==> src/include/emg_pkg.sv <==
// Constants shared by the external address match gate.
package emg_pkg;
   // Position counter width in bits; the counter counts bytes since the first header byte.
   localparam int unsigned     POS_W          = 11;
   localparam int unsigned     EDC_W          = 3;
   // Earliest recognised assertion, bytes after the first header byte.
   localparam logic [10:0]     T1_POS         = 11'h004;
   // Latest recognised first assertion: the byte before the sixth info byte.
   localparam logic [10:0]     T3_POS         = 11'h011;
   // First full burst boundary with small bursts, and the large burst extra.
   localparam logic [10:0]     T4_SMALL_POS   = 11'h010;
   localparam logic [10:0]     T4_LARGE_EXTRA = 11'h010;
   // Last recognised negation, cycles after the end delimiter.
   localparam logic [2:0]      T5_ED_CYC      = 3'h2;
   // Indicate data FIFO capacity in bytes.
   localparam logic [10:0]     FIFO_BYTES     = 11'h400;
   // Synchroniser depth on the three match pins.
   localparam int unsigned     SYNC_STAGES    = 2;
   localparam logic [2:0]      PIN_RESET      = 3'h0;

   typedef enum logic [2:0] {
      EMG_IDLE   = 3'b000,
      EMG_ARM    = 3'b001,
      EMG_BUSY   = 3'b011,
      EMG_SAMPLE = 3'b010,
      EMG_DONE   = 3'b110,
      EMG_NOEXT  = 3'b100
   } emg_state_e;
endpackage

==> src/rtl/emg_gate.sv <==
// External address match gate on the receive path.
`timescale 1ns/1ps
module emg_gate (
   input  wire logic clk,
   input  wire logic resetn,
   input  wire logic ext_compare_busy,
   input  wire logic ext_dest_match,
   input  wire logic ext_src_match,
   input  wire logic rx_start_delim,
   input  wire logic rx_first_header,
   input  wire logic rx_byte_valid,
   input  wire logic rx_end_delim,
   input  wire logic int_match,
   input  wire logic station_mgmt_frame,
   input  wire logic small_burst_select,
   input  wire logic src_addr_transparency,
   input  wire logic own_address_flag,
   output logic      copy_hold,
   output logic      indicate_channel_two,
   output logic      frame_copy,
   output logic      frame_discard,
   output logic      fifo_overrun,
   output logic      ext_dest_result,
   output logic      ext_src_result,
   output logic      own_frame
);
   import emg_pkg::*;

   logic [2:0]       pins_s;
   logic             busy_s;
   logic             dest_s;
   logic             src_s;
   logic [POS_W-1:0] pos_q;
   logic [EDC_W-1:0] edc_q;
   logic             header_seen_q;
   logic             ed_seen_q;
   logic             int_q;
   logic             smt_q;
   logic             pending_ch2_q;
   logic             decided_q;
   emg_state_e       state_q;
   emg_state_e       state_d;
   logic             t5_expired;
   logic             overrun_hit;
   logic             t4_passed;
   logic             frame_end_ok;
   logic             drop_overrun;
   logic             drop_late;
   logic             end_noext;
   logic             end_done;
   logic             copy_vote;

   // Boundary of the first full burst, in bytes after the header byte.
   function automatic logic [POS_W-1:0] burst_boundary(input logic small_sel);
      burst_boundary = small_sel ? T4_SMALL_POS : T4_SMALL_POS + T4_LARGE_EXTRA;
   endfunction

   emg_sync #(
      .W (3)
   ) u_sync (
      .clk      (clk),
      .resetn   (resetn),
      .pin_in   ({ext_compare_busy, ext_dest_match, ext_src_match}),
      .sync_out (pins_s)
   );

   assign busy_s = pins_s[2];
   assign dest_s = pins_s[1];
   assign src_s  = pins_s[0];

   // Byte position since the first header byte, cleared per frame.
   emg_counter #(
      .W (POS_W)
   ) u_pos (
      .clk     (clk),
      .resetn  (resetn),
      .clear   (rx_start_delim || rx_first_header),
      .enable  (header_seen_q && rx_byte_valid),
      .count_q (pos_q)
   );

   // Cycles since the end delimiter.
   emg_counter #(
      .W (EDC_W)
   ) u_edc (
      .clk     (clk),
      .resetn  (resetn),
      .clear   (rx_start_delim || rx_end_delim),
      .enable  (ed_seen_q),
      .count_q (edc_q)
   );

   assign t5_expired  = ed_seen_q && (edc_q >= T5_ED_CYC);
   assign overrun_hit = header_seen_q && (pos_q >= FIFO_BYTES);
   assign t4_passed   = header_seen_q && (pos_q > burst_boundary(small_burst_select));
   assign frame_end_ok = ed_seen_q && !decided_q;

   always_ff @(posedge clk) begin
      if (!resetn) begin
         header_seen_q <= 1'b0;
         ed_seen_q     <= 1'b0;
         int_q         <= 1'b0;
         smt_q         <= 1'b0;
      end else if (rx_start_delim) begin
         header_seen_q <= 1'b0;
         ed_seen_q     <= 1'b0;
         int_q         <= 1'b0;
         smt_q         <= 1'b0;
      end else begin
         if (rx_first_header) begin
            header_seen_q <= 1'b1;
         end
         if (rx_end_delim) begin
            ed_seen_q <= 1'b1;
            int_q     <= int_match;
            smt_q     <= station_mgmt_frame;
         end
      end
   end

   always_comb begin
      state_d = state_q;
      case (state_q)
         EMG_IDLE: begin
            state_d = EMG_IDLE;
         end
         EMG_ARM: begin
            if (header_seen_q && busy_s && (pos_q >= T1_POS) && (pos_q <= T3_POS)) begin
               state_d = EMG_BUSY;
            end else if ((header_seen_q && (pos_q > T3_POS)) || ed_seen_q) begin
               state_d = EMG_NOEXT;
            end
         end
         EMG_BUSY: begin
            if (!busy_s && !t5_expired) begin
               state_d = EMG_SAMPLE;
            end else if (t5_expired || overrun_hit) begin
               state_d = EMG_DONE;
            end
         end
         EMG_SAMPLE: begin
            state_d = EMG_DONE;
         end
         EMG_DONE: begin
            state_d = EMG_DONE;
         end
         EMG_NOEXT: begin
            state_d = EMG_NOEXT;
         end
         default: begin
            state_d = EMG_IDLE;
         end
      endcase
   end

   always_ff @(posedge clk) begin
      if (!resetn) begin
         state_q <= EMG_IDLE;
      end else if (rx_start_delim) begin
         state_q <= EMG_ARM;
      end else begin
         state_q <= state_d;
      end
   end

   always_ff @(posedge clk) begin
      if (!resetn) begin
         ext_dest_result <= 1'b0;
         ext_src_result  <= 1'b0;
      end else if (rx_start_delim) begin
         ext_dest_result <= 1'b0;
         ext_src_result  <= 1'b0;
      end else if (state_q == EMG_SAMPLE) begin
         ext_dest_result <= dest_s;
         ext_src_result  <= src_s;
      end
   end

   always_ff @(posedge clk) begin
      if (!resetn) begin
         copy_hold <= 1'b0;
      end else begin
         copy_hold <= (state_d == EMG_BUSY) && !rx_start_delim;
      end
   end

   always_ff @(posedge clk) begin
      if (!resetn) begin
         pending_ch2_q <= 1'b0;
      end else if (rx_start_delim) begin
         pending_ch2_q <= 1'b0;
      end else if ((state_q == EMG_BUSY) && busy_s && t4_passed) begin
         pending_ch2_q <= 1'b1;
      end
   end

   // Verdict conditions; the states keep them exclusive except the two drops,
   // where the overrun takes priority.
   assign drop_overrun = !decided_q && (state_q == EMG_BUSY) && busy_s && overrun_hit;
   // not copied, internal match or not
   // A negation first seen at the final edge is already too late, so the
   // strobe level no longer matters here.
   assign drop_late    = frame_end_ok && (state_q == EMG_BUSY) && t5_expired;
   assign end_noext    = frame_end_ok && (state_q == EMG_NOEXT);
   assign end_done     = frame_end_ok && (state_q == EMG_DONE);
   assign copy_vote    = int_q || ext_dest_result;

   // The verdict waits for the end delimiter and for a strobe settled or cut off at T5_ED_CYC; only the overrun
   // drop comes before the end delimiter, so a long compare delays the verdict but never reorders frames.
   always_ff @(posedge clk) begin
      if (!resetn) begin
         decided_q     <= 1'b0;
         frame_copy    <= 1'b0;
         frame_discard <= 1'b0;
         fifo_overrun  <= 1'b0;
      end else begin
         frame_copy    <= 1'b0;
         frame_discard <= 1'b0;
         fifo_overrun  <= 1'b0;
         if (rx_start_delim) begin
            decided_q <= 1'b0;
         end else if (drop_overrun) begin
            decided_q     <= 1'b1;
            frame_discard <= 1'b1;
            fifo_overrun  <= 1'b1;
         end else if (drop_late) begin
            decided_q     <= 1'b1;
            frame_discard <= 1'b1;
         end else if (end_noext) begin
            decided_q     <= 1'b1;
            frame_copy    <= int_q;
            frame_discard <= !int_q;
         end else if (end_done) begin
            decided_q     <= 1'b1;
            frame_copy    <= copy_vote;
            frame_discard <= !copy_vote;
         end
      end
   end

   // channel two overrides sort and management frames
   always_ff @(posedge clk) begin
      if (!resetn) begin
         indicate_channel_two <= 1'b0;
      end else if (rx_start_delim) begin
         indicate_channel_two <= 1'b0;
      end else if (end_done) begin
         indicate_channel_two <= pending_ch2_q && (copy_vote || smt_q);
      end else if (pending_ch2_q && !decided_q) begin
         indicate_channel_two <= 1'b1;
      end
   end

   always_ff @(posedge clk) begin
      if (!resetn) begin
         own_frame <= 1'b0;
      end else if (rx_start_delim) begin
         own_frame <= 1'b0;
      end else if (end_noext) begin
         own_frame <= own_address_flag;
      end else if (end_done) begin
         own_frame <= own_address_flag || (src_addr_transparency && ext_src_result);
      end
   end
endmodule

==> src/rtl/emg_sync.sv <==
// Two flip-flop synchroniser for the external match pins.
`timescale 1ns/1ps
module emg_sync #(
   parameter int unsigned W = 3
) (
   input  wire logic         clk,
   input  wire logic         resetn,
   input  wire logic [W-1:0] pin_in,
   output logic      [W-1:0] sync_out
);
   import emg_pkg::*;

   logic [W-1:0] meta_q;

   // The first stage feeds only the second stage.
   always_ff @(posedge clk) begin
      if (!resetn) begin
         meta_q   <= '0;
         sync_out <= '0;
      end else begin
         meta_q   <= pin_in;
         sync_out <= meta_q;
      end
   end
endmodule

==> src/rtl/emg_counter.sv <==
// Saturating up counter with synchronous clear.
`timescale 1ns/1ps
module emg_counter #(
   parameter int unsigned W = 11
) (
   input  wire logic         clk,
   input  wire logic         resetn,
   input  wire logic         clear,
   input  wire logic         enable,
   output logic      [W-1:0] count_q
);
   import emg_pkg::*;

   // Saturation keeps long frames from wrapping back into the early windows.
   always_ff @(posedge clk) begin
      if (!resetn) begin
         count_q <= '0;
      end else if (clear) begin
         count_q <= '0;
      end else if (enable && (count_q != {W{1'b1}})) begin
         count_q <= count_q + {{(W-1){1'b0}}, 1'b1};
      end
   end
endmodule

==> config.mk <==
export PLATFORM = sky130hd
export DESIGN_NAME = emg_gate
export DESIGN_NICKNAME = d
export VERILOG_FILES = /design/src/include/emg_pkg.sv /design/src/rtl/emg_gate.sv /design/src/rtl/emg_sync.sv /design/src/rtl/emg_counter.sv
export SDC_FILE = /design/constraint.sdc
export NUM_CORES = 1
export LEC_CHECK = 0
export ABC_AREA = 1
export BUFFER_PORTS_ARGS = -buffer_cell sky130_fd_sc_hd__buf_2
export CORE_ASPECT_RATIO = 2
export CORE_MARGIN = 10
export CORE_UTILIZATION = 57
export CTS_CLUSTER_DIAMETER = 150
export DETAILED_ROUTE_END_ITERATION = 8
export GPL_TIMING_DRIVEN = 0
export PLACE_DENSITY_LB_ADDON = 0.25
export RECOVER_POWER = 50
export REMOVE_ABC_BUFFERS = 1
export SLEW_MARGIN = 0
export SYNTH_ARGS = -nofsm -noshare
export SYNTH_HDL_FRONTEND = slang
export SYNTH_HIERARCHICAL = 1
export SYNTH_SLANG_ARGS = --single-unit
==> constraint.sdc <==
create_clock -name clk -period 1.5 [get_ports clk]
set_input_delay 0.075 -clock clk [delete_from_list [all_inputs] [get_ports clk]]
set_output_delay 0.075 -clock clk [all_outputs]
set_load 0.02 [all_outputs]
==> key figures <==
Status
  – Status: complete, no violations

Drt
  – Vias per cell: 5.320
  – Pre-Repair DR Iteration Count: 6
  – Final WL: approximately 4.2 mm
  – Post-route DRC violation count: 0
  – Post-DRT Antenna Nets: 0
  – Vias: approximately 1800
  – DRT iter0 DRCs: 39
  – Detail-routed net length per standard cell: approximately 13 µm

Floorplan
  – DIE HEIGHT: approximately 100 µm
  – Row cnt: 29
  – Die Area: between 0.006 and 0.007 mm²
  – Starting density of the core: 0.5838
  – I/O Pins: 22
  – Die Span X: 60.21 µm
  – Core region area: 0.003157 mm²

Clocking
  – Maximum clock insertion buffer count: 2
  – Clk root buf: clkbuf_8
  – Clk_lat worst skew: 0.29 ns
  – CTS tree: yes
  – CTS sink cnt: 37
  – H-tree Lvls: 2
  – Reg clk slew, reported paths: 0.08 ns
  – CTS Buf Count: 5

Global route
  – Met1 Use GR: 0.1310
  – Total grt overflow: 0
  – Vias in the first global route: 1749
  – Initial antenna violation count: 0
  – Busiest layer in global routing: met2
  – Maximum number of pins on one net before global-route repair: 13
  – Global-route wire length before repair: ~7 mm
  – Met2 GRT Util: 0.2890
  – Total Routing Usage GR: 0.1496
  – Grt met3 use: 0.03161

Cells and area
  – Area growth from synthesis to layout: 17.11%
  – Final core occ: 0.6837
  – Ratio of cells with drive above 1 in the final layout: 0.1767
  – Fin nets: between 300 and 400
  – # diodes: 0

STA
  – Relative slew margins: 0.7589
  – Fin Setup TNS: 0 ns
  – Final Slew Violations: 0
  – Clock skew: between 0.005 and 0.006 ns
  – Final Setup Violations: 0
  – Max Clk Rate: 0.7262 GHz
  – Actual slew at the worst max-slew pin: approximately 0.36 ns
  – Tmin final: 1.377 ns
  – Final worst-path cycle share: 0.9180
  – Final Hold Vio Count: 0

Yosys
  – Ys Warns: 6
  – Syn_area_per_cell: 6.851 µm²
  – Cell area after synthesis: about 0.0018 mm²
  – Synth area leader: dfxtp_1
  – #FFs+latches synth: 37
  – Synth top area share: 0.4019
  – Post-synthesis sequential area ratio: 0.4019
  – Post-synth cell types: 31
  – Ranking of synthesized cells by area: dfxtp_1, nand2_1, inv_1, nor2_1, nand3_1
  – Cells after synthesis: between 200 and 300

Placement
  – Post-DP HPWL: around 3.2 mm
  – Final estimated routing congestion in global placement: roughly 0.9
  – Port bufs: 21

Setup path
  – Crit-path max FO: 11
  – WP data required: 1.69 ns
  – Critical Path AT: between 1.5 and 2 ns
  – Startpoint Class: flop
  – Crit Path Category: flop to flop
  – Crit end category: flop

Power and ir drop
  – PwrDens: between 900 and 1000 mW/mm²
  – VDD IR max: 0.0009411 V
  – Pleak: between 0.0009 and 0.001 µW

Job
  – Max Cap Viol: 0

Hold path
  – HP Class: input port to flop
[worst max-delay path: stages (launching register included)]
cell	delay, ns
dfxtp_1	0.43
ha_4	0.19
nand2_1	0.08
nor2_4	0.19
nand2_4	0.13
nand3_1	0.12
nand2_1	0.06
nand2_1	0.05
nor2_1	0.03
[final timing paths]
path / startpoint / to / slack, ns / cells past startpoint
worst max-delay path: u_pos/count_q[1]$_SDFFE_PP0P_ / u_pos/count_q[9]$_SDFFE_PP0P_ / 0.12 / 8
worst min-delay path: rx_first_header / header_seen_q$_SDFFE_PP0P_ / 0.02 / 3
worst max register to register: u_pos/count_q[1]$_SDFFE_PP0P_ / u_pos/count_q[9]$_SDFFE_PP0P_ / 0.12 / 8
worst min register to register: u_sync/meta_q[1]$_SDFF_PN0_ / u_sync/sync_out[1]$_SDFF_PN0_ / 0.41 / 2
[cell families after synthesis]
group           share of synthesized area
buf+inv                           0.09640
simple gates                       0.3632
fa+ha+maj                         0.03394
flops                              0.4019
compound gates                     0.1046
[layout by cell type (no fill, tap or decap), drive strengths merged, types with 6 or more instances in the layout]
master  netlist  final
nand2        70     70
nor2         43     43
inv          42     41
dfxtp        37     37
nand3        20     20
a21oi        18     18
buf           2     15
clkbuf        1     14
o21ai         7      7
nand4         6      6
nor3          6      6
[routing by layer]
metal | wire (µm) | share of wire
met5 | 0 | 0
met4 | 139 | 0.033
met3 | 180 | 0.043
met2 | 2445 | 0.58
met1 | 1465 | 0.35
[final cells by class]
cell class / count / area [µm²]
timing repair buffer: 26 / 140.1
clock inverter: 2 / 37.54
inverter: 42 / 161.4
tap: 31 / 38.79
multi-input combinational: 187 / 949.7
clock buffer: 6 / 82.58
sequential: 37 / 748.2
fill: 299 / 998.5
[flip-flops by register name, summed over array words and instances, names as in the netlist]
| register | cells |
|---|---|
| header_seen_q | 1 |
| copy_hold | 1 |
| u_sync/meta_q | 3 |
| ed_seen_q | 1 |
| pending_ch2_q | 1 |
| fifo_overrun | 1 |
| frame_discard | 1 |
| smt_q | 1 |
| u_pos/count_q | 11 |
| ext_dest_result | 1 |
| frame_copy | 1 |
| int_q | 1 |
| state_q | 3 |
| ext_src_result | 1 |
| u_sync/sync_out | 3 |
| decided_q | 1 |
| indicate_channel_two | 1 |
| u_edc/count_q | 3 |
| own_frame | 1 |
[cell usage after synthesis, drive strengths merged]
master  instances
o21ai           7
inv            42
dfxtp          37
ha              5
clkbuf          1
nor3            6
nand2          70
a21oi          18
a31oi           3
nor2           43
o211ai          1
nand3b          1
nor4            1
o21a            1
nand4           6
o221ai          1
nand3          20
a311oi          1
o311ai          1
buf             2
o31ai           1
or2             1
[through the flow]
| stage | area, µm² | power [µW] | instances | hold WS [ns] | setup slack (ns) |
|---|---|---|---|---|---|
| after CTS | 2138 | 2020 | 330 | 0.02375 | 0.01139 |
| after floorplan | 1823 | 1085 | 266 | 0.1685 | 0.1365 |
| after global placement | 1967 | 1120 | 318 | 0.2554 | -0.1770 |
| after detailed placement | 1967 | 1122 | 318 | 0.2695 | -0.1665 |
| after global routing | 2158 | 2080 | 331 | 0.03849 | -0.005898 |
| final | 2158 | 2008 | 331 | 0.01897 | 0.1230 |
[power by group]
part / internal [µW] / total (µW) / leakage [µW] / switching, µW
combinational: 41.5 / 96.9 / 0.000577 / 55.4
sequential: 997 / 1010 / 0.000303 / 12.2
clock: 541 / 902 / 0.0000574 / 361
total: 1580 / 2010 / 0.000938 / 429
[what timing repair did]
item                                    in CTS  in global routing
hold endpoints to repair                     3                  0
hold buffers                                 3                  0
gates resized for setup                      4                 10
buffers inserted                             1                  1
endpoints found under the setup margin       8                 10
pin swaps                                    0                  1
No activity file was read; power rests on OpenSTA's default activity.
